<file path="src/inc/alc_map.svh">
// Purpose: Register map and constants of the actuator loop control block
// Assumes: Eight-bit register port behind the device serial interface
// Notes:   Definitions only
`ifndef ALC_MAP_SVH
`define ALC_MAP_SVH

// ==========================================================
// Register location and reset value
`define ALC_CTRL_ADDR 8'h08
`define ALC_CTRL_RST 8'h88
`define ALC_RDATA_NONE 8'h00

// ==========================================================
// Field positions of the control register
`define ALC_BIT_TYPE 7
`define ALC_BIT_OPEN 6
`define ALC_BIT_HYB 5
`define ALC_BIT_OLBRK 4
`define ALC_BIT_SBBRK 3
`define ALC_BIT_SLOPE 2
`define ALC_RSVD_HI 1
`define ALC_RSVD_LO 0

// ==========================================================
// Trigger pin function code and slope threshold
`define ALC_TRIG_LEVEL 2'h1
`define ALC_SLOPE_MIN 9'h020

`endif

</file>
<file path="src/inc/alc_pkg.sv">
// Purpose: Shared types of the actuator loop control block
// Assumes: Constants live in alc_map.svh
// Notes:   Types only
package alc_pkg;

  // ==========================================================
  // Types
  typedef logic [7:0] alc_byte_t;

  typedef enum logic {
    ALC_SB_IDLE,
    ALC_SB_BRAKE
  } alc_sb_state_t;

endpackage : alc_pkg

</file>
<file path="src/verilog/alc_standby_seq.sv">
// Purpose: Go-to-standby sequencer with optional braking phase
// Assumes: go_req is a one-cycle pulse on clk; brake_done comes from the drive engine
// Notes:   Requests arriving during a braking phase are absorbed by it
`timescale 1ns/1ps
`include "alc_map.svh"
module alc_standby_seq (
  // Clock, reset, enable
  input wire logic clk,
  input wire logic nrst,
  input wire logic clk_en,
  // Request and conditions
  input wire logic go_req,
  input wire logic auto_brake_en,
  input wire logic playing,
  input wire logic moving,
  input wire logic brake_done,
  // Results
  output logic brake_active,
  output logic standby_enter
);

  // ==========================================================
  // State
  alc_pkg::alc_sb_state_t state_ff;
  alc_pkg::alc_sb_state_t nxt_state;
  logic brake_ff;
  logic standby_ff;
  logic nxt_standby;
  logic need_brake;

  // Braking only pays off when something was playing and still moves
  assign need_brake = auto_brake_en & playing & moving;

  // Next state
  always_comb begin
    nxt_state = state_ff;
    nxt_standby = 1'b0;
    case (state_ff)
      alc_pkg::ALC_SB_IDLE: begin
        if (go_req) begin
          if (need_brake) begin
            nxt_state = alc_pkg::ALC_SB_BRAKE;
          end else begin
            nxt_standby = 1'b1;
          end
        end
      end
      alc_pkg::ALC_SB_BRAKE: begin
        if (brake_done) begin
          nxt_state = alc_pkg::ALC_SB_IDLE;
          nxt_standby = 1'b1;
        end
      end
      default: begin
        nxt_state = alc_pkg::ALC_SB_IDLE;
      end
    endcase
  end

  // State registers
  always_ff @(posedge clk) begin
    if (!nrst) begin
      state_ff <= alc_pkg::ALC_SB_IDLE;
      brake_ff <= 1'b0;
      standby_ff <= 1'b0;
    end else if (clk_en) begin
      state_ff <= nxt_state;
      brake_ff <= (nxt_state == alc_pkg::ALC_SB_BRAKE);
      standby_ff <= nxt_standby;
    end
  end

  assign brake_active = brake_ff;
  assign standby_enter = standby_ff;
endmodule : alc_standby_seq

</file>
<file path="src/verilog/alc_top.sv">
// Purpose: Actuator loop control register and the drive decisions it steers
// Assumes: Register port comes from the serial decoder on clk; pin is asynchronous
// Notes:   Sample decisions update only on sample_valid
//
// Behaviour
// Bit 7 selects actuator type, reset one
// Host sets type before level calibration
// Bit 6 chooses closed or open loop
// Bit 5 chooses full or hybrid closed loop
// Open-loop auto-brake brakes on non-positive samples
// Positive samples still play open loop
// Open-loop auto-brake resets off
// Standby auto-brake brakes before standby while playing, reset one
// Not moving: standby without braking
// Brake disabled: standby at once
// Slope check: open loop unless big transition
// Slope check ignored without hybrid loop
// Level-enable pin release requests standby
// Bits 1:0 reserved, stored, no effect
// Movement judged from back-EMF at request
`timescale 1ns/1ps
`include "alc_map.svh"
module alc_top (
  // Clock, reset, enable
  input wire logic clk,
  input wire logic nrst,
  input wire logic clk_en,
  // Register port
  input wire logic reg_wr,
  input wire logic reg_rd,
  input wire logic [7:0] reg_addr,
  input wire logic [7:0] reg_wdata,
  output logic [7:0] reg_rdata,
  // Trigger pin and its function field
  input wire logic [1:0] trigger_pin_function,
  input wire logic trigger_irq_pin,
  // Drive engine status
  input wire logic sample_valid,
  input wire logic [7:0] sample,
  input wire logic playing,
  input wire logic actuator_moving,
  input wire logic standby_timer_req,
  input wire logic brake_done,
  // Settings and decisions to the drive engine
  output logic actuator_type_sel,
  output logic hybrid_loop_en,
  output logic drive_open_loop,
  output logic sample_brake,
  output logic standby_brake,
  output logic standby_enter
);

  // ==========================================================
  // Helpers
  // Non-positive test of a signed sample
  function automatic logic alc_le_zero(input logic [7:0] s);
    alc_le_zero = s[7] | (s == 8'h00);
  endfunction : alc_le_zero

  // Magnitude of a nine-bit signed difference
  function automatic logic [8:0] alc_abs9(input logic [8:0] d);
    alc_abs9 = d[8] ? (9'h000 - d) : d;
  endfunction : alc_abs9

  // ==========================================================
  // Register
  alc_pkg::alc_byte_t ctrl_ff;
  alc_pkg::alc_byte_t rdata_ff;
  logic addr_hit;
  logic wr_hit;

  assign addr_hit = (reg_addr == `ALC_CTRL_ADDR);
  assign wr_hit = reg_wr & addr_hit;

  // All eight bits are stored, reserved ones too, so reads return writes
  always_ff @(posedge clk) begin
    if (!nrst) begin
      ctrl_ff <= `ALC_CTRL_RST;
    end else if (clk_en && wr_hit) begin
      ctrl_ff <= reg_wdata;
    end
  end

  // Read data; unmapped addresses answer zero
  always_ff @(posedge clk) begin
    if (!nrst) begin
      rdata_ff <= `ALC_RDATA_NONE;
    end else if (clk_en && reg_rd) begin
      rdata_ff <= addr_hit ? ctrl_ff : `ALC_RDATA_NONE;
    end
  end

  // ==========================================================
  // Field decode
  logic open_sel;
  logic hyb_sel;
  logic ol_brk_en;
  logic sb_brk_en;
  logic slope_active;

  assign open_sel = ctrl_ff[`ALC_BIT_OPEN];
  assign hyb_sel = ctrl_ff[`ALC_BIT_HYB];
  assign ol_brk_en = ctrl_ff[`ALC_BIT_OLBRK];
  assign sb_brk_en = ctrl_ff[`ALC_BIT_SBBRK];
  // Slope check only counts in hybrid loop
  assign slope_active = hyb_sel & ctrl_ff[`ALC_BIT_SLOPE];

  // ==========================================================
  // Per-sample loop decision
  alc_pkg::alc_byte_t prev_ff;
  logic open_ff;
  logic brake_ff;
  logic [8:0] diff;
  logic big_step;
  logic le_zero;
  logic nxt_open;
  logic nxt_brake;

  assign diff = {sample[7], sample} - {prev_ff[7], prev_ff};
  assign big_step = (alc_abs9(diff) >= `ALC_SLOPE_MIN);
  assign le_zero = alc_le_zero(sample);
  // Open loop brakes through closed loop; slope check may force open loop
  assign nxt_brake = open_sel & ol_brk_en & le_zero;
  assign nxt_open = open_sel ? ~nxt_brake : (slope_active & ~big_step);

  // Decisions hold between samples so the engine sees a stable setting
  always_ff @(posedge clk) begin
    if (!nrst) begin
      prev_ff <= 8'h00;
      open_ff <= 1'b0;
      brake_ff <= 1'b0;
    end else if (clk_en && sample_valid) begin
      prev_ff <= sample;
      open_ff <= nxt_open;
      brake_ff <= nxt_brake;
    end
  end

  // ==========================================================
  // Trigger pin synchroniser and release detect
  logic pin_s1_ff;
  logic pin_s2_ff;
  logic pin_prev_ff;
  logic pin_release;
  logic go_req;

  // Two stages before any logic looks at the pin
  always_ff @(posedge clk) begin
    if (!nrst) begin
      pin_s1_ff <= 1'b0;
      pin_s2_ff <= 1'b0;
      pin_prev_ff <= 1'b0;
    end else if (clk_en) begin
      pin_s1_ff <= trigger_irq_pin;
      pin_s2_ff <= pin_s1_ff;
      pin_prev_ff <= pin_s2_ff;
    end
  end

  assign pin_release = pin_prev_ff & ~pin_s2_ff;
  assign go_req = standby_timer_req
    | (pin_release & (trigger_pin_function == `ALC_TRIG_LEVEL));

  // ==========================================================
  // Standby sequencer
  alc_standby_seq u_sb (
    .clk(clk),
    .nrst(nrst),
    .clk_en(clk_en),
    .go_req(go_req),
    .auto_brake_en(sb_brk_en),
    .playing(playing),
    .moving(actuator_moving),
    .brake_done(brake_done),
    .brake_active(standby_brake),
    .standby_enter(standby_enter)
  );

  // Outputs straight from flops
  assign reg_rdata = rdata_ff;
  assign actuator_type_sel = ctrl_ff[`ALC_BIT_TYPE];
  assign hybrid_loop_en = hyb_sel;
  assign drive_open_loop = open_ff;
  assign sample_brake = brake_ff;
endmodule : alc_top
</file>
<file path="config.mk">
export PLATFORM = sky130hd
export DESIGN_NAME = alc_top
export DESIGN_NICKNAME = d
export VERILOG_FILES = /design/src/inc/alc_pkg.sv /design/src/verilog/alc_standby_seq.sv /design/src/verilog/alc_top.sv
export VERILOG_INCLUDE_DIRS = /design/src /design/src/inc
export SDC_FILE = /design/constraint.sdc
export NUM_CORES = 1
export LEC_CHECK = 0
export BUFFER_PORTS_ARGS = -buffer_cell sky130_fd_sc_hd__buf_4
export CAP_MARGIN = 20
export CORE_MARGIN = 4
export CORE_UTILIZATION = 30
export DETAILED_ROUTE_END_ITERATION = 10
export PLACE_DENSITY_LB_ADDON = 0.25
export SLEW_MARGIN = 20
export SYNTH_ARGS = -nofsm -noshare
export SYNTH_HDL_FRONTEND = slang
export SYNTH_SLANG_ARGS = --single-unit
</file>
<file path="constraint.sdc">
create_clock -name clk -period 5 [get_ports clk]
set_input_delay 0.5 -clock clk [delete_from_list [all_inputs] [get_ports clk]]
set_output_delay 0.5 -clock clk [all_outputs]
set_load 0.05 [all_outputs]
</file>
; Word level (Yosys, flattened, before mapping)
; Cells that the tools add are included.
[totals]
reg_bits = 31
word_cells = 45
[op_classes]
add_sub_neg = 2
n_lt_le_gt_ge = 1
n_eq_ne = 2
mux = 11
n_bitwise = 15
n_reduce_logical = 4
[op_table]
columns = op, count
row1 = 1-bit AND, 9
row2 = "9-bit by 6-bit >= comparator with 1-bit output, second input constant", 1
row3 = 9-bit 2-to-1 mux, 1
row4 = "1-bit by 9-bit subtractor with 9-bit output, first input constant", 1
row5 = 8-bit by 8-bit subtractor with 9-bit output, 1
row6 = "8-bit by 4-bit == test with 1-bit output, second input constant", 1
row7 = 8-bit zero test, 1
row8 = 8-bit 2-to-1 mux, 1
row9 = 1-bit 2-to-1 mux, 7
row10 = 1-bit NOT, 4
row11 = 1-bit case mux with 2 select lines, 2
row12 = 1-bit logical AND, 3
row13 = "2-bit by 1-bit == test with 1-bit output, second input constant", 1
row14 = 1-bit OR, 2

; Longest topological paths before layout
; Gate-level depths: netlist of run 1.
[depth]
word_depth = 7
mapped_depth = 10
ltp_nobuf = 10

; Hierarchy
; From an unflattened synthesis of run 1, not the netlist that was laid out.
[hier_totals]
cells_unflattened = 210
hier_area_um2 = 1717.9
[by_module_without_submodules]
columns = module, instances, cells_per_inst, area_per_inst_um2, seq_area_each_um2
row1 = alc_top, 1, 199, 1621.6, 580.6
row2 = alc_standby_seq, 1, 11, 96.3, 40.0

; Worst setup path before layout of run 1
; No wires, ideal clock.
[synth_path]
path_kind = input-to-reg
startpoint = in sample[0]
endpoint = reg open_ff, in the netlist drive_open_loop
arrival_ns = 2.312
required_ns = 4.869
slack_ns = 2.557
path_stages = 10
cell_sequence = inv_1 > ha_1 > inv_1 > fa_1 > a211o_1 > o21ai_1 > xnor2_1 > or4_1 > mux2i_1 > o311ai_1
[synth_between]
elab_chain_len = 7
word_cells_on_any_way = 11
classes_between = add/sub (2) / order compare (1) / mux (2) / bitwise (5) / reduce/logical (1)
[synth_lines]
columns = element, line_no
row1 = from (decl), alc_top.sv:39  ; input wire logic [7:0] sample,
row2 = 8-bit by 8-bit subtractor with 9-bit output, alc_top.sv:119  ; assign diff = {sample[7], sample} - {prev_ff[7], prev_ff};
row3 = 1-bit by 9-bit subtractor with 9-bit output, alc_top.sv:62  ; alc_abs9 = d[8] ? (9'h000 - d) : d;
row4 = 9-bit 2-to-1 mux, alc_top.sv:62
row5 = 9-bit by 6-bit >= comparator with 1-bit output (no source line), n/a
row6 = 1-bit NOT, alc_top.sv:124  ; assign nxt_open = open_sel ? ~nxt_brake : (slope_active & ~big_step);
row7 = 1-bit AND, alc_top.sv:124
row8 = 1-bit 2-to-1 mux (*), alc_top.sv:124
row9 = to (signal assigned), alc_top.sv:134  ; open_ff <= nxt_open;
row10 = to (decl), alc_top.sv:111  ; logic open_ff;
; Mark *: on every way between the ends. The rest lies on a longest branch, timed or not.
; A chain may end at the register's enable or synchronous reset.

; Worst setup path in the final report of run 1
; Same ends and word-level chain as after synthesis.

==> results of run 1 <==
==> cell families (layout without fill, tap and decap cells) <==
group	Yosys count	in the layout	synth area share, %
buf+inv	24	74	5.31
simple gates	93	93	25.9
flops	31	31	36.0
compound gates	49	49	21.1
fa+ha+maj	10	10	7.70
xor+xnor	3	3	1.53
mux	4	4	2.33
==> layout make-up <==
class / instances / area (µm²)
fill: 597 / 3280
multi-input combinational: 159 / 1010
sequential: 31 / 621
timing repair buffer: 50 / 375
clock buffer: 7 / 96.3
tap: 72 / 90.1
inverter: 16 / 60.1
clock inverter: 1 / 7.51
==> path summary, 6_finish.rpt <==
path                                   endpoint  slack (ns)
worst max-delay path            drive_open_loop        2.59
worst min register to register       prev_ff[4]        0.45
worst min-delay path                 ctrl_ff[7]        0.42
worst max register to register  drive_open_loop        2.63
==> power by group <==
group,internal (µW),switching [µW]
logic,52.8,53.8
registers,252,2.92
clock network,125,97.5
==> cell usage in the layout, fill, tap and decap left out, types with 2 or more instances in the layout <==
| master | n |
|---|---|
| a21boi_0 | 5 |
| nor2b_1 | 6 |
| o21ai_0 | 4 |
| o41a_1 | 2 |
| xnor2_1 | 2 |
| and2_1 | 4 |
| nor2_1 | 5 |
| mux2i_1 | 4 |
| nand2_1 | 49 |
| buf_4 | 50 |
| nor4_1 | 4 |
| nand3_1 | 13 |
| o22ai_1 | 2 |
| ha_1 | 9 |
| clkbuf_8 | 7 |
| o21a_1 | 3 |
| o311ai_1 | 2 |
| o21ai_1 | 2 |
| nor3b_1 | 2 |
| inv_1 | 16 |
| a21boi_1 | 17 |
| a21oi_1 | 2 |
| dfxtp_1 | 31 |
==> worst max-delay path, cell delays in order <==
cell and delay (ns):
buf_4 0.12, inv_1 0.05, ha_1 0.16, inv_1 0.05, fa_1 0.40, a211o_1 0.30, o21ai_1 0.10, xnor2_1 0.09
or4_1 0.53, mux2i_1 0.15, o311ai_1 0.11
==> flip-flops by register name (all words and copies together) (netlist names) <==
signal and count:
pin_s1_ff 1, prev_ff 8, sample_brake 1, drive_open_loop 1, pin_s2_ff 1, u_sb.standby_enter 1
ctrl_ff 8, reg_rdata 8, u_sb.state_ff 1, pin_prev_ff 1
==> through the flow <==
step | instances | area [µm²] | util, % | power [µW] | hold slack (ns)
4_1_cts | 336 | 2260 | 40.8 | 596 | 0.412
5_1_grt | 336 | 2260 | 40.8 | 619 | 0.415
3_3_place_gp | 328 | 2160 | 38.9 | 367 | 0.442
6_report | 336 | 2260 | 40.8 | 584 | 0.419
3_5_place_dp | 328 | 2160 | 38.9 | 368 | 0.446
2_1_floorplan | 214 | 1720 | - | 328 | 0.435
==> layer usage <==
metal / up-vias / share of wire, % / routed length [µm] / track usage (%)
li1: 835 / - / - / -
met1: 706 / 47 / 1930 / 15.1
met2: 41 / 45 / 1860 / 20.0
met3: 3 / 7.7 / 317 / 5.13
met4: 0 / 0.51 / 21 / 3.07
met5: - / 0 / 0 / 0
==> results.md, run 1 <==
* Status: finished clean
* FMAX at 0.415 GHz
* Syn Nets at 261
* Peak VDD IR at 120 µV
* Syn. warnings at 0
* Die W at 83.8 µm
* IO buf count at 50
* Layout cell share with drive strength beyond 1 at 23.1%
* RSZ-0062 raised after global routing: no
* Sequential area share after synthesis at 36.0%
* First-pass GRT wire length at 7240 µm
* Lkg Pwr at 0.000917 µW
* Routed length per instance at 12.3 µm
* Root Driver: clkbuf_8
* CTS clk-pin slew, worst paths at 0.07 ns
* Core area at 5540 µm²
* Worst Reg-to-Reg Cells at 9
* Ports at 51
* Slack of the critical path at 2.59 ns
* HPWL after detailed placement at 3160 µm
* Top cells by count, synth: nand2_1 (49), dfxtp_1 (31), a21boi_1 (17), inv_1 (16), nand3_1 (13)
* Num CTS Buffers at 5
* DRT iter0 DRCs at 95
* Die area at 7010 µm²
* Setup TNS at 0 ns
* Syn-to-layout area delta at 31.3%
* Most frequent cell after synthesis: nand2_1
* Cells after synthesis at 214
* DRT Wirelength at 4130 µm
* Post-CTS Resized at 0
* Synth top area cells: dfxtp_1 (36%), nand2_1 (11%), a21boi_1 (7.4%)
* Max_cap viols at 0
* # setup viols final at 0
* Crit path kind: input pin to flop
* ANT cells at 0
* Num rows at 27
* Critical Path RT at 5.16 ns
* Post-DR vias/cell at 4.72
* Largest net degree at the start of global routing at 33
* Hold path depth at 3
* Die Y at 83.8 µm
* Initial Utilization at 31.1%
* Pre-antenna DRT Iters at 4
* Initial antenna violation count at 0
* Max-slew violation count at 0
* Hold-fix buffers, CTS at 0
* Worst Skew at 0.00367 ns
* Crit path time final at 2.41 ns
* CTS tree: built
* Worst hold path class: input pin to flop
* P per Cell Area at 259 nW/µm²
* CP arrival at 2.57 ns
* Gr ovfl total at 0
* H-tree depth at 2
* Yosys cell types at 45
* Detail Route Antenna Nets at 0
* Worst-Margin Slew at 0.447 ns
* Async S/R FF share, synth at 0%
* Synth Register Bits at 31
* Max-slew headroom at 69.8%
* Crit. Startpoint: sample[0]
* Post-synth top area share at 36.0%
* Vias in the first global route at 1,628
* Most common flop cell mapped by yosys: dfxtp_1
* Avg Cell Area, Syn at 8.05 µm²
* Nets@finish at 310
* Syn Std Cell Area at 1720 µm²
* # DRC at 0
* Setup bufs post-CTS at 0
* Worst setup EP type: flop
* Sink Count at 31
* Hold wc startpoint: reg_wdata[7]
* Global Route Usage Sum at 12.4%
* Post-synth EDFFs at 0
* R2r startpoint: prev_ff[0]
* Worst-Skew Late Latency at 0.28 ns
* Period Utilization, post-route at 48.1%
* Largest fanout on the critical path at 3
* CTS Buffer Depth at 2
* Routability cong. at 0.781
* Placement Setup Slack at 2.28 ns
* Worst setup SP type: input pin
* Hold Violations, Final at 0
* Vias at 1,585
* Yosys top cell by area: dfxtp_1
Power figures use the tool's default switching activity.
==> run 2: changes to the inputs <==
Clock period 5 ns to 1.95 ns, I/O delays scaled along.
==> results.md, run 2 (synthesized netlist as in run 1, its figures left out) <==
* P per Cell Area at 680 nW/µm²
* DRT iter0 DRCs at 67
* CP top delay family: compound AO/OA/AOI/OAI gates
* Routed length per instance at 12.0 µm
* HPWL after detailed placement at 3260 µm
* Pre-antenna DRT Iters at 4
* # DRC at 0
* Combinational power share at 19.0%
* # setup viols final at 1
* Largest net degree at the start of global routing at 33
* IO buf count at 50
* Slowest CP cell: or4_1
* Max-slew violation count at 0
* Largest stage delay, worst path at 0.47 ns
* Met3 global-route usage at 3.95%
* Worst-Margin Slew at 0.355 ns
* Power, Total at 1620 µW
* Reg-to-reg setup timing slack at -0.26 ns
* Period Utilization, post-route at 113%
* Worst Skew at 0.00384 ns
* Layout cell share with drive strength beyond 1 at 28.4%
* Worst-Skew Late Latency at 0.28 ns
* NetSw at 401 µW
* DRT Wirelength at 4170 µm
* Worst hold path class: input pin to flop
* FMAX at 0.453 GHz
* Sink Count at 31
* Syn-to-layout area delta at 38.4%
* Met2 usage at 19.4%
* Root Driver: clkbuf_8
* Bufs and invs on worst path at 1
* Initial Utilization at 31.1%
* Crit path time final at 2.21 ns
* Vias in the first global route at 1,643
* Worst setup SP type: flop
* First-pass GRT wire length at 7280 µm
* H-tree depth at 2
* Switching Fraction at 24.7%
* Busiest metal layer after global routing: met2
* Crit path depth at 9
* Post-DR vias/cell at 4.70
* Slack of the critical path at -0.256 ns
* Lkg Pwr at 0.000988 µW
* Detail Route Antenna Nets at 0
* Commonest non-fill, non-tap cell in the layout: buf_4
* Num CTS Buffers at 5
* Worst Reg-to-Reg Cells at 9
* Commonest non-fill, non-tap cells in the layout: buf_4 (61), nand2_1 (49), dfxtp_1 (30)
* Max_cap viols at 0
* Crit path kind: flop to flop
* Critical Path RT at 2.11 ns
* Global Route Usage Sum at 12.4%
* Core area at 5540 µm²
* Die Y at 83.8 µm
* Nets@finish at 321
* Ports at 51
* Largest fanout on the critical path at 3
* Hold-fix buffers, CTS at 0
* Worst-path cell chain: ha_4 -> inv_2 -> fa_2 -> a211o_1 -> o21ai_2 -> xnor2_2 -> or4_1 -> mux2i_1 -> o311ai_1
* Die W at 83.8 µm
* Hold path depth at 3
* Peak VDD IR at 304 µV
* Met1 Usage GRT at 16.3%
* Clock power frac at 40.6%
* Num rows at 27
* CTS tree: built
* Initial antenna violation count at 0
* Failing checks: setup timing
* Finished Core Util at 43.0%
* CTS clk-pin slew, worst paths at 0.07 ns
* Worst setup EP type: flop
* Max-slew headroom at 75.7%
* Gr ovfl total at 0
* Die area at 7010 µm²
* Placed cell count at 339
* Non-filler cells, final at 347
* ANT cells at 0
* Status: complete, but fails checks
* CTS Buffer Depth at 2
* CP arrival at 2.36 ns
* Vias at 1,630
* RSZ-0062 raised after global routing: yes
* Hold Violations, Final at 0
* Routability cong. at 0.839
* Pint at 1220 µW
* Sequential Power Share at 40.4%
## run 2: metrics by stage
| stage | setup TNS (ns) | setup slack [ns] | area (µm²) | hold WS [ns] |
|---|---|---|---|---|
| after floorplan | -0.221 | -0.221 | 1740 | 0.319 |
| after global placement | -0.356 | -0.356 | 2250 | 0.409 |
| after detailed placement | -0.413 | -0.413 | 2250 | 0.411 |
| after CTS | -0.277 | -0.277 | 2370 | 0.109 |
| after global routing | -0.369 | -0.369 | 2380 | 0.126 |
| final | -0.256 | -0.256 | 2380 | 0.122 |
## run 2: area by class of cell
| class | count | area [µm²] |
|---|---|---|
| flip-flops and latches | 31 | 622 |
| clock inverters | 2 | 35.0 |
| inverters | 16 | 60.1 |
| well taps | 72 | 90.1 |
| multi-input cells | 159 | 1040 |
| fillers | 583 | 3160 |
| repair buffers | 61 | 458 |
| clock buffers | 6 | 82.6 |
## run 2: worst paths after layout
path	from	to
max	prev_ff[0]	drive_open_loop
min reg2reg	prev_ff[7]	prev_ff[7]
max reg2reg	prev_ff[0]	drive_open_loop
min	reg_wdata[7]	ctrl_ff[7]
## run 2: metal layers
layer,up-vias,wire (µm),share of wire (%)
met5,-,0,0
met4,0,29,0.70
met3,4,278,6.7
met2,44,1860,44
met1,720,2010,48
li1,862,-,-
## run 2: tightest hold or removal path, delay by kind of cell
family | cells | cell delay (ns)
AND/OR/NAND/NOR | 2 | 0.10
buffers and inverters | 1 | 0.08
## run 2: repair_timing
item                                    in CTS  in global routing
pin swaps                                    3                  0
endpoints found under the hold margin        0                  0
endpoints found under the setup margin       1                  1
gates resized for setup                      0                  2
buffers inserted                             0                  0
gates cloned                                 0                  0
## run 2: power groups by stage
stage	clock, µW	combinational [µW]	sequential [µW]
after floorplan	0	164	680
after global placement	0	302	669
after detailed placement	0	302	669
after CTS	687	304	655
after global routing	712	345	657
final	658	308	655
